**config.mk**
```make
export PLATFORM = sky130hd
export DESIGN_NAME = card_feed_control_sequencer
export DESIGN_NICKNAME = d
export VERILOG_FILES = /design/src/rtl/card_feed_pkg.sv /design/src/rtl/selector_cell.sv /design/src/rtl/card_feed_control_sequencer.sv
export SDC_FILE = /design/constraint.sdc
export NUM_CORES = 1
export LEC_CHECK = 0
export ABC_AREA = 1
export CORE_AREA = 2 2 166 233
export DETAILED_ROUTE_END_ITERATION = 10
export DIE_AREA = 0 0 168 235
export DONT_BUFFER_PORTS = 1
export GPL_ROUTABILITY_DRIVEN = 0
export SLEW_MARGIN = 5
export SYNTH_ARGS = -nofsm -noshare
export SYNTH_HDL_FRONTEND = slang
export SYNTH_SLANG_ARGS = --single-unit
```
**constraint.sdc**
```tcl
create_clock -name clk -period 2.7 [get_ports clk]
set_input_delay 0.135 -clock clk [delete_from_list [all_inputs] [get_ports clk]]
set_output_delay 0.135 -clock clk [all_outputs]
set_load 0.05 [all_outputs]
```
**src/rtl/card_feed_pkg.sv**
```systemverilog
// constants, state codes and window decoders for the card feed sequencer
// assumes one 20 MHz clock; positions arrive as index and tick pulses
// Overview of operation
// - punch run-in holds clutch for two cycles
// - then interlock set; punch feeds only on command
// - unrequested punch cycle drops control hold at 13.6
// - feed check lamp lit when control hold drops, until start key
// - misfeed latches feed stop, withdraws computer read control
// - feed stop latched blocks read control hold
// - feed stop ignores read start until hopper empty
// - empty hopper: read start runs cards out
// - restart deck: three run-ins, then computer control
// - hopper empty at 220 degrees stops read feed
// - start key after empty: cards run out uncalculated
// - end-of-file key gives three automatic feed cycles
// - after third, release latches, start key runs out
// - punch code selector picks from 13.8 to 9.8
// - transferred selector holds for rest of cycle
// - common impulse routed to transferred output
// - co-selector takes either pick, configured hold
// - punch co-selector picked, held 13.8 to 9.8
// - read co-selector picked, held 340 to 220 degrees
// - delayed pickup transfers one card cycle later
package card_feed_pkg;
   // register byte offsets
   localparam logic [7:0] ADDR_CMD = 8'h00;
   localparam logic [7:0] ADDR_CFG = 8'h04;
   localparam logic [7:0] ADDR_STAT = 8'h08;
   localparam logic [7:0] ADDR_POS = 8'h0C;
   localparam logic [7:0] ADDR_SEL = 8'h10;
   // command and config fields
   localparam int CMD_PUNCH_BIT = 0;
   localparam int CMD_READ_BIT = 1;
   localparam int CFG_CO_LSB = 0;
   localparam int CFG_PILOT_LSB = 8;
   localparam logic [7:0] CFG_RESET = 8'h00;
   // punch position in tenths of a cycle point
   localparam logic [7:0] PUNCH_POS_START = 8'h82;
   localparam logic [7:0] PUNCH_POS_MAX = 8'hB3;
   localparam logic [7:0] PUNCH_PT_13_6 = 8'h88;
   localparam logic [7:0] PUNCH_PT_13_8 = 8'h8A;
   localparam logic [7:0] PUNCH_PT_9_8 = 8'h62;
   // read position in degrees
   localparam logic [8:0] READ_POS_START = 9'h10E;
   localparam logic [8:0] READ_POS_MAX = 9'h167;
   localparam logic [8:0] READ_POS_LAST = 9'h10D;
   localparam logic [8:0] READ_DEG_340 = 9'h154;
   localparam logic [8:0] READ_DEG_220 = 9'h0DC;
   // cycle counts
   localparam logic [1:0] PUNCH_RUNIN_CYCLES = 2'h2;
   localparam logic [1:0] READ_RUNIN_CYCLES = 2'h3;
   localparam logic [1:0] EOF_CYCLES = 2'h3;

   typedef enum logic [3:0] {
      P_IDLE = 4'h1,
      P_RUNIN = 4'h2,
      P_COMPUTER = 4'h4,
      P_CHECK = 4'h8
   } punch_state_t;

   typedef enum logic [6:0] {
      R_IDLE = 7'h01,
      R_RUNIN = 7'h02,
      R_COMPUTER = 7'h04,
      R_MISFEED = 7'h08,
      R_EMPTY = 7'h10,
      R_EOF = 7'h20,
      R_RUNOUT = 7'h40
   } read_state_t;

   // window wraps through the end of the count
   function automatic logic punchWindow(input logic [7:0] pos);
      punchWindow = (pos >= PUNCH_PT_13_8) || (pos <= PUNCH_PT_9_8);
   endfunction : punchWindow

   function automatic logic readWindow(input logic [8:0] pos);
      readWindow = (pos >= READ_DEG_340) || (pos <= READ_DEG_220);
   endfunction : readWindow
endpackage : card_feed_pkg

```
**src/rtl/selector_cell.sv**
```systemverilog
// one selector: pick, delayed pick, hold and impulse routing
// assumes pick is already gated by the caller's window; clear is the caller's cycle start
module selector_cell (
   // clock and reset
   input wire logic clk,
   input wire logic rst_b,
   // pick and hold
   input wire logic pick,
   input wire logic pickLater,
   input wire logic advance,
   input wire logic clear,
   // routed impulse
   input wire logic common,
   output logic transferred,
   output logic normalOut,
   output logic xferOut
);
   logic pend_r;
   logic xfer_r;

   // delayed pick waits for the next card cycle; a new pick wins
   always_ff @(posedge clk or negedge rst_b) begin
      if (!rst_b) begin
         pend_r <= 1'b0;
      end else begin
         pend_r <= pickLater | (pend_r & ~advance);
      end
   end

   // hold lasts until the hold circuit's cycle ends
   always_ff @(posedge clk or negedge rst_b) begin
      if (!rst_b) begin
         xfer_r <= 1'b0;
      end else begin
         xfer_r <= pick | (pend_r & advance) | (xfer_r & ~clear);
      end
   end

   // routing
   always_ff @(posedge clk or negedge rst_b) begin
      if (!rst_b) begin
         normalOut <= 1'b0;
         xferOut <= 1'b0;
      end else begin
         normalOut <= common & ~xfer_r;
         xferOut <= common & xfer_r;
      end
   end

   assign transferred = xfer_r;

   property p_hold;
      @(posedge clk) disable iff (!rst_b) (xfer_r && !clear) |=> xfer_r;
   endproperty
   a_hold: assert property (p_hold) else $error("selector dropped early");

   property p_late;
      @(posedge clk) disable iff (!rst_b) (pend_r && advance) |=> xfer_r;
   endproperty
   a_late: assert property (p_late) else $error("delayed pick lost");

   property p_route;
      @(posedge clk) disable iff (!rst_b) (common && xfer_r) |=> (xferOut && !normalOut);
   endproperty
   a_route: assert property (p_route) else $error("impulse misrouted");
endmodule : selector_cell

```
**src/rtl/card_feed_control_sequencer.sv**
```systemverilog
// card feed sequencer: punch and read feed control and selectors
// assumes mechanical pins are asynchronous; the computer is the APB master
//
// Decided for this implementation: the register addresses and the APB interface to the registers.
module card_feed_control_sequencer
   import card_feed_pkg::*;
#(
   parameter int NUM_PCS = 4,
   parameter int NUM_CO = 4,
   parameter int NUM_PILOT = 4
) (
   // clock and reset
   input wire logic clk,
   input wire logic rst_b,
   // apb slave
   input wire logic [7:0] paddr,
   input wire logic psel,
   input wire logic penable,
   input wire logic pwrite,
   input wire logic [31:0] pwdata,
   output logic [31:0] prdata,
   output logic pready,
   output logic pslverr,
   // feed timing and keys
   input wire logic punchIndex,
   input wire logic punchTick,
   input wire logic readIndex,
   input wire logic readTick,
   input wire logic punchStartKey,
   input wire logic readStartKey,
   input wire logic endOfFileKey,
   input wire logic hopperEmpty,
   input wire logic cardMisfeed,
   // selector impulses
   input wire logic [NUM_PCS-1:0] punchImpulse,
   input wire logic [NUM_PCS-1:0] codeCommon,
   input wire logic [NUM_CO-1:0] coPunchImpulse,
   input wire logic [NUM_CO-1:0] coReadImpulse,
   input wire logic [NUM_CO-1:0] coCommon,
   input wire logic [NUM_PILOT-1:0] immediatePickup,
   input wire logic [NUM_PILOT-1:0] delayedPickupX,
   input wire logic [NUM_PILOT-1:0] delayedPickupDigit,
   input wire logic [NUM_PILOT-1:0] pilotCommon,
   // feed control
   output logic punchClutchControl,
   output logic punchCalculateInterlock,
   output logic punchControlHold,
   output logic feedCheckLamp,
   output logic readClutch,
   output logic readControl,
   output logic cardFeedStop,
   output logic endOfFileLatch,
   // selector outputs
   output logic [NUM_PCS-1:0] codeNormal,
   output logic [NUM_PCS-1:0] codeXfer,
   output logic [NUM_CO-1:0] coNormal,
   output logic [NUM_CO-1:0] coXfer,
   output logic [NUM_PILOT-1:0] pilotNormal,
   output logic [NUM_PILOT-1:0] pilotXfer
);
   localparam int CTL_W = 9;
   localparam int SW = CTL_W + 2 * NUM_PCS + 3 * NUM_CO + 4 * NUM_PILOT;

   if (NUM_PCS < 1 || NUM_PCS > 8 || NUM_CO < 1 || NUM_CO > 8 ||
       NUM_PILOT < 1 || NUM_PILOT > 8) begin : g_bad_size
      $error("selector counts must lie in 1..8");
   end

   // two-stage synchroniser for every pin
   logic [SW-1:0] pinRaw;
   logic [SW-1:0] syncA_r;
   logic [SW-1:0] syncB_r;
   logic [CTL_W-1:0] prev_r;
   logic [CTL_W-1:0] rise;

   assign pinRaw = {pilotCommon, delayedPickupDigit, delayedPickupX, immediatePickup,
                    coCommon, coReadImpulse, coPunchImpulse, codeCommon, punchImpulse,
                    cardMisfeed, hopperEmpty, endOfFileKey, readStartKey, punchStartKey,
                    readTick, readIndex, punchTick, punchIndex};

   always_ff @(posedge clk or negedge rst_b) begin
      if (!rst_b) begin
         syncA_r <= '0;
         syncB_r <= '0;
         prev_r <= '0;
      end else begin
         syncA_r <= pinRaw;
         syncB_r <= syncA_r;
         prev_r <= syncB_r[CTL_W-1:0];
      end
   end

   assign rise = syncB_r[CTL_W-1:0] & ~prev_r;

   logic pStart;
   logic pTick;
   logic rStart;
   logic rTick;
   logic pKeyRise;
   logic rKeyRise;
   logic rKeyLevel;
   logic eofRise;
   logic hopEmpty;
   logic misRise;
   logic [NUM_PCS-1:0] punchImpS;
   logic [NUM_PCS-1:0] codeCmS;
   logic [NUM_CO-1:0] coPunchS;
   logic [NUM_CO-1:0] coReadS;
   logic [NUM_CO-1:0] coCmS;
   logic [NUM_PILOT-1:0] immS;
   logic [NUM_PILOT-1:0] xS;
   logic [NUM_PILOT-1:0] dgS;
   logic [NUM_PILOT-1:0] pilCmS;

   assign {pilCmS, dgS, xS, immS, coCmS, coReadS, coPunchS, codeCmS, punchImpS} =
          syncB_r[SW-1:CTL_W];
   assign pStart = rise[0];
   assign pTick = rise[1];
   assign rStart = rise[2];
   assign rTick = rise[3];
   assign pKeyRise = rise[4];
   assign rKeyRise = rise[5];
   assign rKeyLevel = syncB_r[5];
   assign eofRise = rise[6];
   assign hopEmpty = syncB_r[7];
   assign misRise = rise[8];

   // per-cycle position counters, restarted by each feed cycle
   logic [7:0] punchPos_r;
   logic [8:0] readPos_r;

   always_ff @(posedge clk or negedge rst_b) begin
      if (!rst_b) begin
         punchPos_r <= PUNCH_POS_START;
      end else if (pStart) begin
         punchPos_r <= PUNCH_POS_START;
      end else if (pTick) begin
         punchPos_r <= (punchPos_r == PUNCH_POS_MAX) ? 8'h00 : punchPos_r + 8'h01;
      end
   end

   always_ff @(posedge clk or negedge rst_b) begin
      if (!rst_b) begin
         readPos_r <= READ_POS_START;
      end else if (rStart) begin
         readPos_r <= READ_POS_START;
      end else if (rTick) begin
         readPos_r <= (readPos_r == READ_POS_MAX) ? 9'h000 : readPos_r + 9'h001;
      end
   end

   // apb slave: no wait states, registered answer
   logic apbSetup;
   logic apbWrite;
   logic cmdPunch;
   logic cmdRead;
   logic [7:0] cfgCo_r;
   logic [7:0] cfgPilot_r;
   logic punchPend_r;
   logic readPend_r;
   punch_state_t pState_r;
   read_state_t rState_r;
   logic [7:0] codeX8;
   logic [7:0] coX8;
   logic [7:0] pilotX8;
   logic [NUM_PCS-1:0] codeXferS;
   logic [NUM_CO-1:0] coXferS;
   logic [NUM_PILOT-1:0] pilotXferS;

   function automatic logic regHit(input logic [7:0] a);
      regHit = (a == ADDR_CMD) || (a == ADDR_CFG) || (a == ADDR_STAT) ||
               (a == ADDR_POS) || (a == ADDR_SEL);
   endfunction : regHit

   assign apbSetup = psel & ~penable;
   assign apbWrite = psel & penable & pready & pwrite & regHit(paddr);
   assign cmdPunch = apbWrite && (paddr == ADDR_CMD) && pwdata[CMD_PUNCH_BIT];
   assign cmdRead = apbWrite && (paddr == ADDR_CMD) && pwdata[CMD_READ_BIT];
   assign codeX8 = 8'(codeXferS);
   assign coX8 = 8'(coXferS);
   assign pilotX8 = 8'(pilotXferS);

   always_ff @(posedge clk or negedge rst_b) begin
      if (!rst_b) begin
         pready <= 1'b0;
         pslverr <= 1'b0;
         prdata <= 32'h0000_0000;
      end else begin
         pready <= apbSetup;
         pslverr <= apbSetup & ~regHit(paddr);
         if (apbSetup && !pwrite) begin
            unique case (paddr)
               ADDR_CFG: prdata <= {16'h0000, cfgPilot_r, cfgCo_r};
               ADDR_STAT: prdata <= {9'h000, rState_r, 4'h0, pState_r,
                                     endOfFileLatch, cardFeedStop, readControl,
                                     feedCheckLamp, punchControlHold,
                                     punchCalculateInterlock, readPend_r, punchPend_r};
               ADDR_POS: prdata <= {7'h00, readPos_r, 8'h00, punchPos_r};
               ADDR_SEL: prdata <= {8'h00, pilotX8, coX8, codeX8};
               default: prdata <= 32'h0000_0000;
            endcase
         end
      end
   end

   always_ff @(posedge clk or negedge rst_b) begin
      if (!rst_b) begin
         cfgCo_r <= CFG_RESET;
         cfgPilot_r <= CFG_RESET;
      end else if (apbWrite && paddr == ADDR_CFG) begin
         cfgCo_r <= pwdata[CFG_CO_LSB+:8];
         cfgPilot_r <= pwdata[CFG_PILOT_LSB+:8];
      end
   end

   // feed requests: a new command beats consumption in the same cycle
   always_ff @(posedge clk or negedge rst_b) begin
      if (!rst_b) begin
         punchPend_r <= 1'b0;
         readPend_r <= 1'b0;
      end else begin
         punchPend_r <= (cmdPunch & punchCalculateInterlock) |
                        (punchPend_r & ~(pStart & punchClutchControl));
         readPend_r <= (cmdRead & readControl) |
                       (readPend_r & ~(rStart & readClutch));
      end
   end

   // punch feed sequence
   logic [1:0] pCnt_r;
   logic pUnreq_r;

   always_ff @(posedge clk or negedge rst_b) begin
      if (!rst_b) begin
         pState_r <= P_IDLE;
         pCnt_r <= 2'h0;
         pUnreq_r <= 1'b0;
         punchClutchControl <= 1'b0;
         punchCalculateInterlock <= 1'b0;
         punchControlHold <= 1'b0;
         feedCheckLamp <= 1'b0;
      end else begin
         unique case (pState_r)
            P_IDLE, P_CHECK: begin
               if (pKeyRise) begin
                  pState_r <= P_RUNIN;
                  pCnt_r <= 2'h0;
                  punchClutchControl <= 1'b1;
                  feedCheckLamp <= 1'b0;
               end
            end
            P_RUNIN: begin
               if (pStart) begin
                  if (pCnt_r == PUNCH_RUNIN_CYCLES - 2'h1) begin
                     pState_r <= P_COMPUTER;
                     punchClutchControl <= 1'b0;
                     punchCalculateInterlock <= 1'b1;
                     punchControlHold <= 1'b1;
                     pUnreq_r <= 1'b0;
                  end else begin
                     pCnt_r <= pCnt_r + 2'h1;
                  end
               end
            end
            P_COMPUTER: begin
               punchClutchControl <= punchPend_r;
               if (pStart) begin
                  pUnreq_r <= ~punchClutchControl;
               end else if (pUnreq_r && punchPos_r == PUNCH_PT_13_6) begin
                  pState_r <= P_CHECK;
                  pUnreq_r <= 1'b0;
                  punchClutchControl <= 1'b0;
                  punchCalculateInterlock <= 1'b0;
                  punchControlHold <= 1'b0;
                  feedCheckLamp <= 1'b1;
               end
            end
            default: pState_r <= P_IDLE;
         endcase
      end
   end

   // read feed sequence
   logic [1:0] rCnt_r;

   always_ff @(posedge clk or negedge rst_b) begin
      if (!rst_b) begin
         rState_r <= R_IDLE;
         rCnt_r <= 2'h0;
         readClutch <= 1'b0;
         readControl <= 1'b0;
         cardFeedStop <= 1'b0;
         endOfFileLatch <= 1'b0;
      end else begin
         unique case (rState_r)
            R_IDLE: begin
               if (rKeyRise && !hopEmpty) begin
                  rState_r <= R_RUNIN;
                  rCnt_r <= 2'h0;
                  readClutch <= 1'b1;
               end
            end
            R_RUNIN: begin
               if (rStart) begin
                  if (rCnt_r == READ_RUNIN_CYCLES - 2'h1) begin
                     rState_r <= R_COMPUTER;
                     readClutch <= 1'b0;
                     readControl <= 1'b1;
                  end else begin
                     rCnt_r <= rCnt_r + 2'h1;
                  end
               end
            end
            R_COMPUTER: begin
               readClutch <= readPend_r;
               if (misRise) begin
                  rState_r <= R_MISFEED;
                  cardFeedStop <= 1'b1;
                  readControl <= 1'b0;
                  readClutch <= 1'b0;
               end else if (hopEmpty && readPos_r == READ_DEG_220) begin
                  rState_r <= R_EMPTY;
                  readControl <= 1'b0;
                  readClutch <= 1'b0;
               end
            end
            R_MISFEED: begin
               // start key is dead while cards remain in the hopper
               if (hopEmpty && rKeyRise) begin
                  rState_r <= R_RUNOUT;
                  readClutch <= 1'b1;
               end
            end
            R_EMPTY: begin
               if (eofRise) begin
                  rState_r <= R_EOF;
                  rCnt_r <= 2'h0;
                  endOfFileLatch <= 1'b1;
                  readControl <= 1'b1;
                  readClutch <= 1'b1;
               end else if (rKeyRise) begin
                  rState_r <= R_RUNOUT;
                  readClutch <= 1'b1;
               end
            end
            R_EOF: begin
               if (rStart && rCnt_r != EOF_CYCLES) begin
                  rCnt_r <= rCnt_r + 2'h1;
                  if (rCnt_r == EOF_CYCLES - 2'h1) begin
                     readClutch <= 1'b0;
                  end
               end else if (rCnt_r == EOF_CYCLES && rTick && readPos_r == READ_POS_LAST) begin
                  // released at the end of the third cycle, standing in for the delay relay
                  rState_r <= R_RUNOUT;
                  endOfFileLatch <= 1'b0;
                  readControl <= 1'b0;
               end
            end
            R_RUNOUT: begin
               // cards already in the feed run out while the key is held
               if (rKeyRise && !hopEmpty) begin
                  rState_r <= R_RUNIN;
                  rCnt_r <= 2'h0;
                  cardFeedStop <= 1'b0;
                  readClutch <= 1'b1;
               end else begin
                  readClutch <= rKeyLevel;
               end
            end
            default: rState_r <= R_IDLE;
         endcase
      end
   end

   // selectors
   logic pWin;
   logic rWin;

   assign pWin = punchWindow(punchPos_r);
   assign rWin = readWindow(readPos_r);

   for (genvar i = 0; i < NUM_PCS; i++) begin : g_code
      selector_cell u_sel (
         .clk(clk),
         .rst_b(rst_b),
         .pick(punchImpS[i] & pWin),
         .pickLater(1'b0),
         .advance(1'b0),
         .clear(pStart),
         .common(codeCmS[i]),
         .transferred(codeXferS[i]),
         .normalOut(codeNormal[i]),
         .xferOut(codeXfer[i])
      );
   end

   for (genvar i = 0; i < NUM_CO; i++) begin : g_co
      selector_cell u_sel (
         .clk(clk),
         .rst_b(rst_b),
         .pick((coPunchS[i] | coReadS[i]) & (cfgCo_r[i] ? rWin : pWin)),
         .pickLater(1'b0),
         .advance(1'b0),
         .clear(cfgCo_r[i] ? rStart : pStart),
         .common(coCmS[i]),
         .transferred(coXferS[i]),
         .normalOut(coNormal[i]),
         .xferOut(coXfer[i])
      );
   end

   // delayed pickups ride the read cycle whatever hold is chosen
   for (genvar i = 0; i < NUM_PILOT; i++) begin : g_pilot
      selector_cell u_sel (
         .clk(clk),
         .rst_b(rst_b),
         .pick(immS[i] & (cfgPilot_r[i] ? rWin : pWin)),
         .pickLater(xS[i] | dgS[i]),
         .advance(rStart),
         .clear(cfgPilot_r[i] ? rStart : pStart),
         .common(pilCmS[i]),
         .transferred(pilotXferS[i]),
         .normalOut(pilotNormal[i]),
         .xferOut(pilotXfer[i])
      );
   end

   property p_runin_done;
      @(posedge clk) disable iff (!rst_b)
         $rose(punchCalculateInterlock) |-> $past(pState_r) == P_RUNIN && $past(pStart);
   endproperty
   a_runin_done: assert property (p_runin_done) else $error("interlock set early");

   property p_cmd_only;
      @(posedge clk) disable iff (!rst_b)
         (pState_r == P_COMPUTER && $rose(punchClutchControl)) |-> $past(punchPend_r);
   endproperty
   a_cmd_only: assert property (p_cmd_only) else $error("punch feed without command");

   property p_check_stop;
      @(posedge clk) disable iff (!rst_b)
         (pState_r == P_COMPUTER && pUnreq_r && !pStart && punchPos_r == PUNCH_PT_13_6)
         |=> !punchControlHold && !punchCalculateInterlock && feedCheckLamp;
   endproperty
   a_check_stop: assert property (p_check_stop) else $error("no feed check stop");

   property p_lamp;
      @(posedge clk) disable iff (!rst_b) (pState_r == P_CHECK) |-> feedCheckLamp;
   endproperty
   a_lamp: assert property (p_lamp) else $error("feed check lamp dark");

   property p_stop_blocks;
      @(posedge clk) disable iff (!rst_b) cardFeedStop |-> !readControl;
   endproperty
   a_stop_blocks: assert property (p_stop_blocks) else $error("read hold during stop");

   property p_key_dead;
      @(posedge clk) disable iff (!rst_b)
         (rState_r == R_MISFEED && !hopEmpty) |=> rState_r == R_MISFEED && !readClutch;
   endproperty
   a_key_dead: assert property (p_key_dead) else $error("start key not ignored");

   property p_empty_stop;
      @(posedge clk) disable iff (!rst_b)
         (rState_r == R_COMPUTER && !misRise && hopEmpty && readPos_r == READ_DEG_220)
         |=> !readControl && !readClutch;
   endproperty
   a_empty_stop: assert property (p_empty_stop) else $error("read not stopped");

   property p_eof;
      @(posedge clk) disable iff (!rst_b)
         (rState_r == R_EMPTY && eofRise) |=> endOfFileLatch && readControl && readClutch;
   endproperty
   a_eof: assert property (p_eof) else $error("end of file not latched");

   property p_pos_start;
      @(posedge clk) disable iff (!rst_b) pStart |=> punchPos_r == PUNCH_POS_START;
   endproperty
   a_pos_start: assert property (p_pos_start) else $error("punch position not restarted");
endmodule : card_feed_control_sequencer

```
==> impl_metrics.json <==
{
  "wl_met1_mm": 9.54,
  "area_growth_pct": 20.9,
  "finalCriticalPeriod_ns": 2.05,
  "violations": "hold timing",
  "power_leakage_nw": 5.40,
  "drt_iter0_markers": 566,
  "final-setup-viol-count": 0,
  "cp_common_cell": "nand3_1",
  "multi_input_area_mm2": 0.00290,
  "synth_fa_ha_area_frac": 0.0122,
  "antenna_found_initial": 1,
  "syn_inst": 985,
  "fin_nets": 1149,
  "die-area_mm2": 0.0395,
  "drive_above_1_share": 0.108,
  "synth_compound_area_frac": 0.0660,
  "drt_pre_antenna_iters": 5,
  "register_area_mm2": 0.00559,
  "ys_seq_area_frac": 0.606,
  "status": "complete, but fails checks",
  "critPathMaxStageDelay_ns": 0.64,
  "rows": 84,
  "num_vias": 6773,
  "r2r-start": "pready",
  "worstMarginPinSlew_ns": 0.992,
  "placed_area_mm2": 0.00959,
  "cts_sinks": 223,
  "hold_ws_ns": -0.696,
  "synth_xor_area_frac": 0.00569,
  "synth_edf_count": 0,
  "htreeDepth": 1,
  "drtAntennaViolNets": 0,
  "setup_tns_ns": 0,
  "hold_path_class": "input pin to asynchronous set/reset pin",
  "fmax_mhz": 487,
  "maxCapViolCount": 0,
  "async_flop_share": 1.00,
  "arrival_ns": 2.52,
  "syn_area_mm2": 0.00923,
  "skew_ns": 0.00757,
  "drc": 0,
  "syn_avg_cell_area_um2": 9.37,
  "slew_violations": 0,
  "totalPowerFinal_mw": 9.06,
  "synth_ff_type": "dfrtp_1",
  "wl_per_cell_um": 15.5,
  "cp.required_ns": 3.17,
  "ys_seq_elements": 223,
  "grt_max_degree": 224,
  "worst_setup_path_start_kind": "flop",
  "met3_wirelength_mm": 1.79,
  "viasPerCell": 4.39,
  "ctsHoldBuffers": 72,
  "clockRootBuffer": "clkbuf_16",
  "gr-usage-all-layers": 0.122,
  "post-route-period-util": 0.761,
  "start_util": 0.247,
  "setup_slack_ns": 0.645,
  "clk_latency_ns": 0.53,
  "cts_buffers": 24,
  "slew_headroom": 0.338,
  "synth_top_family_by_area": "simple AND/OR/NAND/NOR gates",
  "cts_tree": "yes",
  "wl_mm": 23.9,
  "path_clk_slew_ns": 0.07,
  "hpwl_mm": 17.1,
  "die_y_um": 235,
  "numPortBuffers": 0,
  "first_global_vias": 6850,
  "fillers": 3811,
  "grt-ovfl-total": 0,
  "dpl_worst_slack_ns": 0.640,
  "p_per_area_mw_per_mm2": 812,
  "yosys_warnings": 0,
  "critPathKind": "flop to flop",
  "top_layer_used": "met4",
  "crit_chain": "nand3_1 -> nor2_2 -> nand3_1 -> dlygate4sd3_1 -> nand2_1",
  "io_pins": 156,
  "route.met2.wl_mm": 11.9,
  "rsz0062_at_grt": "false",
  "crit_fanout": 10,
  "cts_resized": 0,
  "r2r-end": "cfgCo_r[7]",
  "ys_types": 40,
  "worstRegToRegCells": 5,
  "max-vdd-ir-drop_uv": 571,
  "finish.instance_area_mm2": 0.0112,
  "coreArea_mm2": 0.0373,
  "clockBufferDepth": 3,
  "dieWidth_um": 168,
  "yosys.area_share.simple": 0.226,
  "synth_mux_area_frac": 0,
  "crit_slowest_cell": "dfrtp_1",
  "cp_top_family": "simple AND/OR/NAND/NOR gates",
  "endpoint_kind": "flop",
  "cp.buffers_inverters": 1,
  "grt_pass1_wl_mm": 37.7,
  "final-hold-violation-count": 223,
  "r2r_setup_slack_ns": 0.65
}
==> per-stage QoR <==
| step | instances | util |
|---|---|---|
| global route | 1542 | 0.299 |
| floorplan | 991 | - |
| finish | 1542 | 0.299 |
| detailed placement | 1425 | 0.257 |
| global placement | 1425 | 0.257 |
| CTS | 1541 | 0.299 |
==> worst max-delay path by stage <==
stage	startpoint	to	slack, ns	cells past startpoint
2_1_floorplan	pready	cfgCo_r[2]	1.13	6
6_report	pready	cfgCo_r[7]	0.65	5
5_1_grt	pready	cfgPilot_r[1]	0.44	5
3_5_place_dp	pready	cfgPilot_r[1]	0.64	5
4_1_cts	pready	cfgCo_r[6]	0.63	5
3_3_place_gp	pready	cfgCo_r[1]	0.69	5
==> cells in the final DEF (no fill, tap or decap), types with 3 or more instances in the layout <==
cell	synthesis	routed
a211o_1	4	4
a21oi_1	22	22
buf_4	34	7
bufinv_16	0	3
clkbuf_16	0	25
clkinv_2	0	4
clkinvlp_4	0	6
conb_1	1	7
dfrtp_1	215	215
dfstp_2	8	8
dlygate4sd3_1	0	72
ha_1	9	9
inv_1	110	110
inv_2	9	9
nand2_1	253	253
nand2_2	17	17
nand3_1	58	58
nand3_2	3	3
nand4_1	16	16
nor2_1	83	83
nor2_2	8	8
nor2_4	4	4
nor3_1	11	10
o211ai_1	10	10
o21ai_0	53	53
o21ai_1	6	6
o22ai_1	6	6
o31ai_1	3	3
or2_2	5	5
xor2_1	6	6
==> power by group <==
group	total [mW]	internal [mW]	switching [mW]
combinational	1.38	0.477	0.905
clock	3.47	2.05	1.42
sequential	4.21	3.66	0.551
==> worst register-to-register path, cell delays in order (launching register included) <==
cell           delay [ns]
dfrtp_1              0.64
nand3_1              0.15
nor2_2               0.41
nand3_1              0.14
dlygate4sd3_1        0.58
nand2_1              0.07
==> cell usage after synthesis (3+ instances only) <==
cell      count  area share
o22ai_1       6      0.0041
or2_2         5      0.0034
o31ai_1       3      0.0024
inv_1       110       0.045
inv_2         9      0.0037
o211ai_1     10      0.0081
buf_2         7      0.0038
nor2_4        4      0.0049
a21oi_1      22       0.012
ha_1          9       0.012
nor3_1       11      0.0060
o21ai_0      53       0.029
xor2_1        6      0.0057
o21ai_1       6      0.0033
nand4_1      16       0.011
nor2_1       83       0.034
nand2_2      17       0.012
nand2_1     253        0.10
buf_4        34       0.028
dfstp_2       8       0.023
nor2_2        8      0.0054
clkbuf_1      5      0.0020
dfrtp_1     215        0.58
nand3_2       3      0.0033
a211o_1       4      0.0038
nand3_1      58       0.031
==> registers in the layout, summed over array words and instances (netlist names), 7 cells and up <==
name,flops
punchPos_r,8
readPos_r,9
syncA_r,45
syncB_r,45
prev_r,8
prdata,25
rState_r,7
cfgCo_r,8
cfgPilot_r,8
==> kinds of logic (layout without fill, tap and decap cells) <==
kind of cell,after synthesis,after routing
adder cells (fa/ha/maj),9,9
other,1,8
AO/OA/AOI/OAI,108,108
flip-flops,223,223
XOR/XNOR,6,6
buffers and inverters,168,245
AND/OR/NAND/NOR,470,470
==> timing repair <==
action | in CTS | in global routing
endpoints found under the hold margin | 295 | 223
setup endpoints to repair | 0 | 0
buffers inserted | 0 | 0
==> cell type report <==
type                    count  share of cell area
repair buffers             79              0.0693
diodes                      1            0.000224
flip-flops and latches    223               0.501
multi-input cells         600               0.260
inverters                 122              0.0413
clock inverters            16              0.0165
clock buffers              28              0.0589
well taps                 473              0.0531
==> layer usage <==
layer | global-route usage | up-vias
li1 | - | 3217
met1 | 0.145 | 3281
met2 | 0.210 | 229
met3 | 0.0296 | 46
met4 | 0.0466 | 0
met5 | 0 | -
Note: power is estimated with default switching activity, not from simulation.
